==> src/hw/spi_port_map.svh <==
// Register offsets, field positions, reset values and rate counts
`ifndef SPI_PORT_MAP_SVH
`define SPI_PORT_MAP_SVH
`define SPI_CTRL_OFS 12'h000
`define SPI_DATA_OFS 12'h004
`define SPI_MODE_OFS 12'h008
`define SPI_CTRL_RESET 8'h60
`define SPI_MODE_RESET 8'h00
`define CTRL_CKS 7
`define CTRL_ROLE_HI 6
`define CTRL_ROLE_LO 5
`define CTRL_EN 4
`define CTRL_ORDER 3
`define CTRL_SELEN 2
`define CTRL_COLL 1
`define CTRL_DONE 0
`define MODE_POL 4
`define MODE_COLL 5
`define MODE_SEL 6
`define ROLE_SLAVE 2'h3
`define HALF_R0 5'h01
`define HALF_R1_FAST 5'h02
`define HALF_R1_SLOW 5'h04
`define HALF_R2_FAST 5'h08
`define HALF_R2_SLOW 5'h10
`endif

==> src/hw/spi_port_pkg.sv <==
// Types shared by the serial port and its bench
package spi_port_pkg;
  typedef enum logic [3:0] {
    ST_OFF = 4'h1,
    ST_INIT = 4'h2,
    ST_IDLE = 4'h4,
    ST_XFER = 4'h8
  } state_t;
  typedef struct packed {
    logic psel;
    logic penable;
    logic pwrite;
    logic [11:0] paddr;
    logic [31:0] pwdata;
  } apb_req_t;
  typedef struct packed {
    logic sck;
    logic serial_in_pin;
    logic serial_out_pin;
    logic sel;
  } pins_t;
endpackage

==> src/hw/spi_master_slave_port.sv <==
// Byte-wide serial port with master and slave roles behind an APB slave
//
// Behaviour
// - Base clock is system clock halved when source bit 0, undivided when 1.
// - Role field 00/01/10 master at system/2 (either base), base/4, base/16; 11 is slave.
// - On enable rising, drive clock, data-in, data-out, select low, then wait.
// - Master: data write loads buffer and starts full-duplex transfer with clock.
// - Slave: shift buffer on received clock, qualified by select when enabled.
// - Completion copies buffer to readable data; writes go to buffer only.
// - Completion sets done flag bit 0; reads 0 during transfer; software clears.
// - Data write during transfer is ignored and sets collision bit 1.
// - Collision flag works only while collision option bit is set.
// - Bit 3 picks order: 1 most significant first, 0 least first.
// - Select enabled: master drives select, slave uses it; else pin floats.
// - Master asserts select before clocks; slave waits for select.
// - Select option clear forces select-enable to read as disabled.
// - Enabled port owns the four pins, drops pull-ups, drives select low.
// - Standby: data-out high, data-in floats, master clock idles at polarity.
// - Port disabled floats all pins, frees them, clears all flags.
// - Polarity option 1 uses inverted clock timing, 0 the plain one.
// - Transfers keep running while the processor is powered down.
// - Mode bit 4 holds clock polarity option, reset 0.
// - Mode bit 5 enables collision flag, reset 0.
// - Mode bit 6 enables select-enable function, reset 0.
`include "spi_port_map.svh"

module spi_master_slave_port (
  input wire logic mclk,
  input wire logic rst,
  input wire spi_port_pkg::apb_req_t apbReq,
  output logic [31:0] prdata,
  output logic pready,
  output logic pslverr,
  input wire spi_port_pkg::pins_t pinIn,
  output spi_port_pkg::pins_t pinOut,
  output spi_port_pkg::pins_t pinOe,
  output logic pinFunction,
  output logic serialPortIrq
);
  spi_port_pkg::state_t state_q;
  spi_port_pkg::state_t state_d;
  spi_port_pkg::pins_t pinOut_q;
  spi_port_pkg::pins_t pinOe_q;
  logic [7:2] ctrl_q;
  logic collOpt_q;
  logic selOpt_q;
  logic polOpt_q;
  logic done_q;
  logic done_d;
  logic coll_q;
  logic irq_q;
  logic [7:0] txBuf_q;
  logic [7:0] txBuf_d;
  logic [7:0] rxData_q;
  logic rxBit_q;
  logic [2:0] bitCnt_q;
  logic [4:0] halfCnt_q;
  logic [4:0] halfLen;
  logic sckPrev_q;
  logic loaded_q;
  logic [31:0] prdata_q;
  logic pready_q;
  logic pslverr_q;
  logic func_q;
  logic [7:0] xferCycles_q;

  logic portEn, isSlave, isMaster, msbFirst, selEnEff, setup, apbWrite, ctrlWr, dataWr;
  logic modeWr, busy, loadData, halfTick, masterLead, masterTrail, slaveSel, slaveLead;
  logic slaveTrail, lead, trail, xferEnd, start, collSet;
  logic [7:0] ctrlRead;

  assign portEn = ctrl_q[`CTRL_EN];
  assign isSlave = ctrl_q[`CTRL_ROLE_HI:`CTRL_ROLE_LO] == `ROLE_SLAVE;
  assign isMaster = !isSlave;
  assign msbFirst = ctrl_q[`CTRL_ORDER];
  assign selEnEff = ctrl_q[`CTRL_SELEN] & selOpt_q;
  assign busy = state_q == spi_port_pkg::ST_XFER;

  // APB decode
  assign setup = apbReq.psel & !apbReq.penable;
  assign apbWrite = apbReq.psel & apbReq.penable & apbReq.pwrite & pready_q;
  assign ctrlWr = apbWrite && apbReq.paddr == `SPI_CTRL_OFS;
  assign dataWr = apbWrite && apbReq.paddr == `SPI_DATA_OFS;
  assign modeWr = apbWrite && apbReq.paddr == `SPI_MODE_OFS;

  // Half serial clock period in system cycles
  always_comb begin
    unique case (ctrl_q[`CTRL_ROLE_HI:`CTRL_ROLE_LO])
      2'h0: halfLen = `HALF_R0;
      2'h1: halfLen = ctrl_q[`CTRL_CKS] ? `HALF_R1_FAST : `HALF_R1_SLOW;
      2'h2: halfLen = ctrl_q[`CTRL_CKS] ? `HALF_R2_FAST : `HALF_R2_SLOW;
      2'h3: halfLen = `HALF_R0;
    endcase
  end

  // Serial edge events; nothing here is gated by processor power state
  assign halfTick = busy && isMaster && halfCnt_q == halfLen - 5'h01;
  assign masterLead = halfTick && pinOut_q.sck == polOpt_q;
  assign masterTrail = halfTick && pinOut_q.sck != polOpt_q;
  assign slaveSel = !selEnEff || !pinIn.sel;
  assign slaveLead = isSlave && slaveSel && (busy || state_q == spi_port_pkg::ST_IDLE)
    && sckPrev_q == polOpt_q && pinIn.sck != polOpt_q;
  assign slaveTrail = isSlave && slaveSel && busy
    && sckPrev_q != polOpt_q && pinIn.sck == polOpt_q;
  assign lead = masterLead | slaveLead;
  assign trail = masterTrail | slaveTrail;
  assign xferEnd = trail && bitCnt_q == 3'h7;

  assign loadData = dataWr && state_q == spi_port_pkg::ST_IDLE;
  assign start = state_q == spi_port_pkg::ST_IDLE
    && ((loadData && isMaster) || slaveLead);
  assign collSet = dataWr && busy && collOpt_q;

  // Port state
  always_comb begin
    state_d = state_q;
    unique case (state_q)
      spi_port_pkg::ST_OFF: begin
        if (portEn) begin
          state_d = spi_port_pkg::ST_INIT;
        end
      end
      spi_port_pkg::ST_INIT: state_d = spi_port_pkg::ST_IDLE;
      spi_port_pkg::ST_IDLE: begin
        if (start) begin
          state_d = spi_port_pkg::ST_XFER;
        end
      end
      spi_port_pkg::ST_XFER: begin
        if (xferEnd) begin
          state_d = spi_port_pkg::ST_IDLE;
        end
      end
      default: state_d = spi_port_pkg::ST_OFF;
    endcase
    if (!portEn) begin
      state_d = spi_port_pkg::ST_OFF;
    end
  end

  always_ff @(posedge mclk) begin
    if (rst) begin
      state_q <= spi_port_pkg::ST_OFF;
    end else begin
      state_q <= state_d;
    end
  end

  // Control and mode registers
  always_ff @(posedge mclk) begin
    if (rst) begin
      ctrl_q <= 6'(`SPI_CTRL_RESET >> 2);
    end else if (ctrlWr) begin
      ctrl_q <= apbReq.pwdata[7:2];
    end
  end

  always_ff @(posedge mclk) begin
    if (rst) begin
      polOpt_q <= 1'(`SPI_MODE_RESET >> `MODE_POL);
      collOpt_q <= 1'(`SPI_MODE_RESET >> `MODE_COLL);
      selOpt_q <= 1'(`SPI_MODE_RESET >> `MODE_SEL);
    end else if (modeWr) begin
      polOpt_q <= apbReq.pwdata[`MODE_POL];
      collOpt_q <= apbReq.pwdata[`MODE_COLL];
      selOpt_q <= apbReq.pwdata[`MODE_SEL];
    end
  end

  // Done flag: set beats the start and write clears, disable clear beats set, cleared by writing 0
  always_comb begin
    done_d = done_q;
    if (!portEn) begin
      done_d = 1'b0;
    end else if (xferEnd) begin
      done_d = 1'b1;
    end else if (start) begin
      done_d = 1'b0;
    end else if (ctrlWr && !apbReq.pwdata[`CTRL_DONE]) begin
      done_d = 1'b0;
    end
  end

  always_ff @(posedge mclk) begin
    if (rst) begin
      done_q <= 1'b0;
      irq_q <= 1'b0;
    end else begin
      done_q <= done_d;
      irq_q <= done_d;
    end
  end

  always_ff @(posedge mclk) begin
    if (rst) begin
      coll_q <= 1'b0;
    end else if (!portEn) begin
      coll_q <= 1'b0;
    end else if (collSet) begin
      coll_q <= 1'b1;
    end else if (ctrlWr && !apbReq.pwdata[`CTRL_COLL]) begin
      coll_q <= 1'b0;
    end
  end

  // Transfer buffer and shift
  always_comb begin
    txBuf_d = txBuf_q;
    if (loadData) begin
      txBuf_d = apbReq.pwdata[7:0];
    end else if (trail) begin
      txBuf_d = msbFirst ? {txBuf_q[6:0], rxBit_q} : {rxBit_q, txBuf_q[7:1]};
    end
  end

  always_ff @(posedge mclk) begin
    if (rst) begin
      txBuf_q <= 8'h00;
      rxBit_q <= 1'b0;
    end else begin
      txBuf_q <= txBuf_d;
      if (lead) begin
        rxBit_q <= pinIn.serial_in_pin;
      end
    end
  end

  always_ff @(posedge mclk) begin
    if (rst) begin
      rxData_q <= 8'h00;
    end else if (xferEnd) begin
      rxData_q <= txBuf_d;
    end
  end

  always_ff @(posedge mclk) begin
    if (rst) begin
      bitCnt_q <= 3'h0;
    end else if (!busy) begin
      bitCnt_q <= 3'h0;
    end else if (trail) begin
      bitCnt_q <= bitCnt_q + 3'h1;
    end
  end

  always_ff @(posedge mclk) begin
    if (rst) begin
      halfCnt_q <= 5'h00;
    end else if (!busy || !isMaster || halfTick) begin
      halfCnt_q <= 5'h00;
    end else begin
      halfCnt_q <= halfCnt_q + 5'h01;
    end
  end

  always_ff @(posedge mclk) begin
    if (rst) begin
      sckPrev_q <= 1'b0;
    end else begin
      sckPrev_q <= pinIn.sck;
    end
  end

  always_ff @(posedge mclk) begin
    if (rst) begin
      loaded_q <= 1'b0;
    end else if (!portEn || start || xferEnd) begin
      loaded_q <= 1'b0;
    end else if (loadData) begin
      loaded_q <= 1'b1;
    end
  end

  // Pin drivers
  always_ff @(posedge mclk) begin
    if (rst) begin
      pinOut_q <= '0;
      pinOe_q <= '0;
      func_q <= 1'b0;
    end else begin
      unique case (state_d)
        spi_port_pkg::ST_OFF: begin
          pinOut_q <= '0;
          pinOe_q <= '0;
          func_q <= 1'b0;
        end
        spi_port_pkg::ST_INIT: begin
          pinOut_q <= '0;
          pinOe_q <= '1;
          func_q <= 1'b1;
        end
        default: begin
          func_q <= 1'b1;
          pinOut_q.serial_in_pin <= 1'b0;
          pinOe_q.serial_in_pin <= 1'b0;
          pinOe_q.serial_out_pin <= 1'b1;
          if (state_d == spi_port_pkg::ST_XFER || loaded_q || loadData) begin
            pinOut_q.serial_out_pin <= msbFirst ? txBuf_d[7] : txBuf_d[0];
          end else begin
            pinOut_q.serial_out_pin <= 1'b1;
          end
          pinOe_q.sck <= isMaster;
          if (isMaster && state_d == spi_port_pkg::ST_XFER && halfTick) begin
            pinOut_q.sck <= ~pinOut_q.sck;
          end else if (isMaster && state_d == spi_port_pkg::ST_XFER) begin
            pinOut_q.sck <= pinOut_q.sck;
          end else begin
            pinOut_q.sck <= isMaster & polOpt_q;
          end
          pinOut_q.sel <= 1'b0;
          pinOe_q.sel <= selEnEff & isMaster;
        end
      endcase
    end
  end

  // APB answer: zero wait states, data prepared during setup
  assign ctrlRead = {ctrl_q[7:3], selEnEff, coll_q & collOpt_q, done_q};

  always_ff @(posedge mclk) begin
    if (rst) begin
      prdata_q <= 32'h0000_0000;
      pready_q <= 1'b0;
      pslverr_q <= 1'b0;
    end else begin
      pready_q <= setup;
      pslverr_q <= 1'b0;
      prdata_q <= 32'h0000_0000;
      if (setup) begin
        unique case (apbReq.paddr)
          `SPI_CTRL_OFS: prdata_q <= {24'h000000, ctrlRead};
          `SPI_DATA_OFS: prdata_q <= {24'h000000, rxData_q};
          `SPI_MODE_OFS: prdata_q <= {25'h0000000, selOpt_q, collOpt_q, polOpt_q, 4'h0};
          default: pslverr_q <= 1'b1;
        endcase
      end
    end
  end

  assign prdata = prdata_q;
  assign pready = pready_q;
  assign pslverr = pslverr_q;
  assign pinOut = pinOut_q;
  assign pinOe = pinOe_q;
  assign pinFunction = func_q;
  assign serialPortIrq = irq_q;

  // Checks
  always_ff @(posedge mclk) begin
    if (rst || !busy) begin
      xferCycles_q <= 8'h00;
    end else begin
      xferCycles_q <= xferCycles_q + 8'h01;
    end
  end
endmodule

==> config.mk <==
export PLATFORM = sky130hd
export DESIGN_NAME = spi_master_slave_port
export DESIGN_NICKNAME = d
export VERILOG_FILES = /design/src/hw/spi_port_pkg.sv /design/src/hw/spi_master_slave_port.sv
export VERILOG_INCLUDE_DIRS = /design/src /design/src/hw
export SDC_FILE = /design/constraint.sdc
export NUM_CORES = 1
export LEC_CHECK = 0
export ABC_AREA = 1
export BUFFER_PORTS_ARGS = -buffer_cell sky130_fd_sc_hd__buf_2
export CAP_MARGIN = 15
export CORE_AREA = 2 2 68 102
export DETAILED_ROUTE_END_ITERATION = 6
export DIE_AREA = 0 0 70 104
export HOLD_SLACK_MARGIN = 0.03
export PLACE_DENSITY = 0.84
export SYNTH_ARGS = -nofsm -noshare
export SYNTH_HDL_FRONTEND = slang
export SYNTH_SLANG_ARGS = --single-unit
==> constraint.sdc <==
create_clock -name mclk -period 2.7 [get_ports mclk]
set_input_delay 0.54 -clock mclk [delete_from_list [all_inputs] [get_ports mclk]]
set_output_delay 0.54 -clock mclk [all_outputs]
set_load 0.1 [all_outputs]
# After elaboration in Yosys (flattened, before gate mapping)
# Index checks and enable logic that the tools add are counted.
[totals]
out_inout_bits = 44
ff_bits = 85
[op_classes]
mux = 23
reduce_logical = 53
eq_ne = 21
addsub = 3
bitwise_logic = 14
[ops]
columns = ["operator", "n"]
rows = [
  ["$logic_and A1 B1 Y1", 24],
  ["$mux W8", 3],
  ["$pmux W8 S3", 1],
  ["$pmux W4 S4", 1],
  ["$pmux W5 S3", 1],
  ["$eq A12 B3 Y1 const B", 1],
  ["$eq A12 B4 Y1 const B", 1],
  ["$logic_not A12 Y1", 1],
  ["$mux W4", 3],
  ["$reduce_or A2 Y1", 6],
  ["$mux W1", 11],
  ["$logic_or A1 B1 Y1", 9],
  ["$and A1 B1 Y1", 8],
  ["$eq A4 B1 Y1 const B", 2],
  ["$eq A4 B2 Y1 const B", 2],
  ["$eq A4 B4 Y1 const B", 2],
  ["$logic_not A1 Y1", 8],
  ["$pmux W4 S2", 1],
  ["$reduce_or A3 Y1", 2],
  ["$add A5 B1 Y5 const B", 1],
  ["$eq A5 B5 Y1", 1],
  ["$mux W5", 1],
  ["$sub A5 B1 Y5 const B", 1],
  ["$eq A2 B2 Y1 const B", 2],
  ["other kinds (13)", 21],
]

# Depth between registers and ports, before layout
[depth]
ltp_word = 16
mapped_depth = 18

# Worst setup path after synthesis
# Ideal clock, no wire load.
[synth_path]
kind = "register to register"
from = "register pready_q (netlist: pready)"
to = "register pinOut_q (netlist bit pinOut[3])"
setup_ns = 0.112
arrival_time_ns = 2.076
t_required_ns = 2.588
stages_incl_launch_ff = 10
slack_ns = 0.512
cell_sequence = "dfxtp_1 > nand4_1 > nor2_4 > nand2_4 > o21ai_1 > nand2_1 > nand2_2 > nand3_1 > nand2_1 > nor2_1"
[synth_via]
elab_chain_cells = 13
[synth_rtl]
columns = ["element", "line", "rtl"]
rows = [
  ["from (decl)", "spi_master_slave_port.sv:62", "logic pready_q;"],
  ["from (signal assigned)", "spi_master_slave_port.sv:326", "pready_q <= setup;"],
  ["$and A1 B1 Y1 *", "spi_master_slave_port.sv:81", "assign apbWrite = apbReq.psel & apbReq.penable & apbReq.pwrite & pready_q;"],
  ["$logic_and A1 B1 Y1 (no source line) *", "-", ""],
  ["$logic_and A1 B1 Y1 *", "spi_master_slave_port.sv:109", "assign loadData = dataWr && state_q == spi_port_pkg::ST_IDLE;"],
  ["$logic_and A1 B1 Y1 *", "spi_master_slave_port.sv:111", "&& ((loadData && isMaster) || slaveLead);"],
  ["$logic_or A1 B1 Y1 *", "spi_master_slave_port.sv:111", ""],
  ["$logic_and A1 B1 Y1 *", "spi_master_slave_port.sv:111", ""],
  ["$mux W4 *", "spi_master_slave_port.sv:125", "if (start) begin"],
  ["$pmux W4 S4 *", "spi_master_slave_port.sv:117", "unique case (state_q)"],
  ["$mux W4 *", "spi_master_slave_port.sv:136", "if (!portEn) begin"],
  ["$eq A4 B4 Y1", "spi_master_slave_port.sv:303, spi_master_slave_port.sv:305", ""],
  ["$logic_and A1 B1 Y1", "spi_master_slave_port.sv:303, spi_master_slave_port.sv:305", ""],
  ["$logic_and A1 B1 Y1", "spi_master_slave_port.sv:303", "if (isMaster && state_d == spi_port_pkg::ST_XFER && halfTick) begin"],
  ["$ne A2 B1 Y1 (no source line) or $mux W1 (tied branches)", "-", ""],
  ["to (decl)", "spi_master_slave_port.sv:42", "spi_port_pkg::pins_t pinOut_q;"],
]
# Mark *: on every way between the ends. The rest lies on a longest branch, timed or not.
# A chain may end at the register's enable or synchronous reset.

# Worst setup path in the final report
[layout_path]
from = "register ctrl_q[5] in the netlist's numbering"
to = "register rxData_q[6]"
[layout_via]
elab_chain_cells = 10
[layout_rtl]
columns = ["element", "line", "rtl"]
rows = [
  ["from (decl)", "spi_master_slave_port.sv:44", "logic [7:2] ctrl_q;"],
  ["from (signal assigned)", "spi_master_slave_port.sv:152", "ctrl_q <= 6'(`SPI_CTRL_RESET >> 2);"],
  ["from (signal assigned)", "spi_master_slave_port.sv:154", "ctrl_q <= apbReq.pwdata[7:2];"],
  ["$eq A2 B2 Y1 or $logic_not A2 Y1 (tied branches)", "spi_master_slave_port.sv:88", "unique case (ctrl_q[`CTRL_ROLE_HI:`CTRL_ROLE_LO])"],
  ["$reduce_or A2 Y1 (no source line)", "-", ""],
  ["$pmux W5 S3", "spi_master_slave_port.sv:88", ""],
  ["$sub A5 B1 Y5", "spi_master_slave_port.sv:97", "assign halfTick = busy && isMaster && halfCnt_q == halfLen - 5'h01;"],
  ["$eq A5 B5 Y1", "spi_master_slave_port.sv:97", ""],
  ["$logic_and A1 B1 Y1", "spi_master_slave_port.sv:97", ""],
  ["$logic_and A1 B1 Y1", "spi_master_slave_port.sv:99", "assign masterTrail = halfTick && pinOut_q.sck != polOpt_q;"],
  ["$or A1 B1 Y1 *", "spi_master_slave_port.sv:106", "assign trail = masterTrail | slaveTrail;"],
  ["$mux W8", "spi_master_slave_port.sv:211", "end else if (trail) begin"],
  ["$mux W8", "spi_master_slave_port.sv:209", "if (loadData) begin"],
  ["to (signal assigned)", "spi_master_slave_port.sv:232", "rxData_q <= txBuf_d;"],
  ["to (decl)", "spi_master_slave_port.sv:54", "logic [7:0] rxData_q;"],
]
# Marks and branches as above.

==> results.md <==
* Outcome: finished, final reports clean
* Post-cts resize count at 0
* # fillers at between 500 and 600
* Final hold violation count at 0
* CP Launch Type: flop
* Final setup skew at 6.70 ps
* CTS tree: built
* CP required at about 3000 ps
* Sequential element share of the synthesized area at around 37%
* Largest net degree at the start of global routing at 17
* CTS Root Cell: clkbuf_8
* Ranking of synthesized cells by area: dfxtp_1 (37%), nand2_1 (9.0%), buf_4 (6.2%)
* N_diodes at 0
* Total GRT Usage at a little over a fifth
* Slew Limit Fails at 0
* # Post-CTS Setup Buffers at 0
* PnR worst setup slack at 265 ps
* Num rows at 36
* Critical path class: reg2reg
* Total gr overflow at 0
* CTS Buffer Depth at 2
* Max Cap Violations at 0
* Clk_lat worst skew at between 300 and 400 ps
* IO Port Bufs at 45
* Core Box Area at roughly 6400 µm²
* Post-layout min period at 2440 ps
* Die Ht at around 100 µm
* Die ar. at between 7000 and 8000 µm²
* Max frequency at 411 MHz
* Num CTS Buffers at 9
* Top FF cell, synth: dfxtp_1
* Post-route ant nets at 0
* Vias at 2885
* Initial antenna violation count at 0
* Area growth, synth to finish at 13.1%
* CTS sink count at 59
* Synth Register Bits at just under 60
* Post-synthesis instance total at about 430
* Routed Wire Length at ~7.7 mm
* GP Congestion at 0.916
* DRT iter0 DRCs at 194
* Most common cell after layout, fill and taps aside: nand2_1
* Hold/Removal Path Class: in2reg
* Chip width at roughly 70 µm
* Slew headroom at around 65%
* Hpwl dp at 5.74 mm
* RSZ-0062 raised after global routing: no
* Synth top area share at approximately 37%
* Syn Area/Cell at roughly 7.3 µm²
* Clk slew on worst S/H paths at roughly 70 ps
* Post-Syn Area at 3160 µm²
* Yosys synthesis warning count at 0
* Initial core utilization at 49.4%
* Crit-path max FO at 13
* Final setup vio count at 0
* Leakage at about 0.0017 µW
* Total negative slack at 0 ps
* Number of synthesized flops with an enable pin at 0
* Most frequent CP cell: nand2_1
* Layout cell share with drive strength beyond 1 at about a fifth
* Crit path cell chain: inv_1 -> ha_1 -> inv_1 -> nand2_1 -> nand2_1 -> nand3_1 -> nand2_1 -> nand2_2 -> nor2_4 -> nand4_4 -> nand2_4 -> inv_4 -> o211ai_2 -> nand3_2 -> nand2_1 -> inv_1
* TritonRoute pass-1 iters at 4
* DRC Markers at 0
* Pin slew with the least headroom to its limit at 525 ps
* Vias/cell at approximately 5.1
* WL per Instance at approximately 14 µm
* First-pass GRT wire length at 12.5 mm
* DP Worst Slack at around 210 ps
* Post-synth top area cell: dfxtp_1
* Worst path max stage delay at 380 ps
* Cts hold-fix bufs at 0
* H-tree level count at 3
* Final period util at between 90 and 100%
* Pwr Total at roughly 1900 µW
* Slowest CP cell: dfxtp_1
* Ys async rst share at 0%
* P per Cell Area at between 500 and 600 nW/µm²
* CP Capture Type: flop
* Final net count at roughly 540
* Number of global-route vias before repair at about 2900
* Yosys cell types at 40
* WP data arrival at ~2700 ps
* I/O pin count at between 90 and 100
* Most frequent cells in the layout: nand2_1 (76), dfxtp_1 (59), inv_1 (52)
* Max IR drop VDD at between 0.3 and 0.4 mV
-- worst paths after layout --
check	from	end	slack [ps]	depth (start not counted)
worst max-delay path	ctrl_q[5]	rxData_q[6]	260	16
worst min-delay path	apbReq[45]	pslverr	390	2
worst max register to register	ctrl_q[5]	rxData_q[6]	260	16
worst min register to register	halfCnt_q[0]	halfCnt_q[0]	480	1
-- layout make-up --
type	count	area, µm²	area share (%)
Clock buffer	13	169	4.73
Timing Repair Buffer	48	248	6.94
Multi-Input combinational cell	301	1590	44.5
Tap cell	76	95.1	2.66
Clock inverter	3	45.0	1.26
Inverter	63	241	6.76
Sequential cell	59	1180	33.1
-- registers in the layout, summed over array words and instances, names as in the netlist, 2 cells and up --
name       flops
ctrl_q         6
rxData_q       8
pinOut         2
bitCnt_q       3
prdata         8
pinOe          4
halfCnt_q      5
txBuf_q        8
state_q        4
-- report_power, final --
| group | internal [µW] | switching, µW | total [µW] |
|---|---|---|---|
| clock | 502 | 352 | 853 |
| sequential | 872 | 0.920 | 873 |
| combinational | 21.1 | 197 | 218 |
| total | 1390 | 549 | 1940 |
-- metrics by stage --
stage	area, µm²	hold slack, ps	util [%]	cells
2_1_floorplan	3250	440	-	458
3_3_place_gp	3350	455	52.3	547
3_5_place_dp	3350	463	52.3	547
4_1_cts	3560	394	55.7	563
5_1_grt	3570	395	55.8	563
6_report	3570	392	55.8	563
-- cells by family (layout without fill, tap and decap cells) --
logic type / after synthesis / in the layout / synth area share (%)
AND/OR/NAND/NOR: 198 / 198 / 30.0
buffers and inverters: 98 / 127 / 15.3
AO/OA/AOI/OAI: 62 / 62 / 12.0
flip-flops: 59 / 59 / 37.4
adder cells (fa/ha/maj): 7 / 7 / 2.77
XOR/XNOR: 7 / 7 / 1.94
other: 1 / 26 / 0.119
multiplexers: 1 / 1 / 0.317
-- routing by layer --
layer | vias up | share of wire [%] | track usage (%)
met5 | - | 0 | 0
li1 | 1434 | - | -
met2 | 130 | 52 | 38.7
met1 | 1297 | 37 | 21.4
met3 | 24 | 6.1 | 4.84
met4 | 0 | 5.2 | 15.2
-- synth_stat cells (4+ instances only) --
| library cell | count |
|---|---|
| nand2_1 | 76 |
| dfxtp_1 | 59 |
| inv_1 | 52 |
| nor2_1 | 48 |
| nand3_1 | 36 |
| buf_4 | 26 |
| a21oi_1 | 25 |
| o21ai_0 | 14 |
| inv_2 | 10 |
| nand2_2 | 10 |
| ha_1 | 7 |
| clkbuf_1 | 6 |
| o211ai_1 | 6 |
| o211ai_2 | 5 |
| nand4_1 | 4 |
| nor3_1 | 4 |
| o22ai_1 | 4 |
| xor2_1 | 4 |
-- critical path: cells and delay by family (launching register included) --
family	cells	cell delay, ps
DFF	1	380
buffers and inverters	4	380
adders and majority gates	1	360
AOI/OAI and AO/OA	1	200
and+or+nand+nor	10	1020
(Power assumes the default switching activity.)
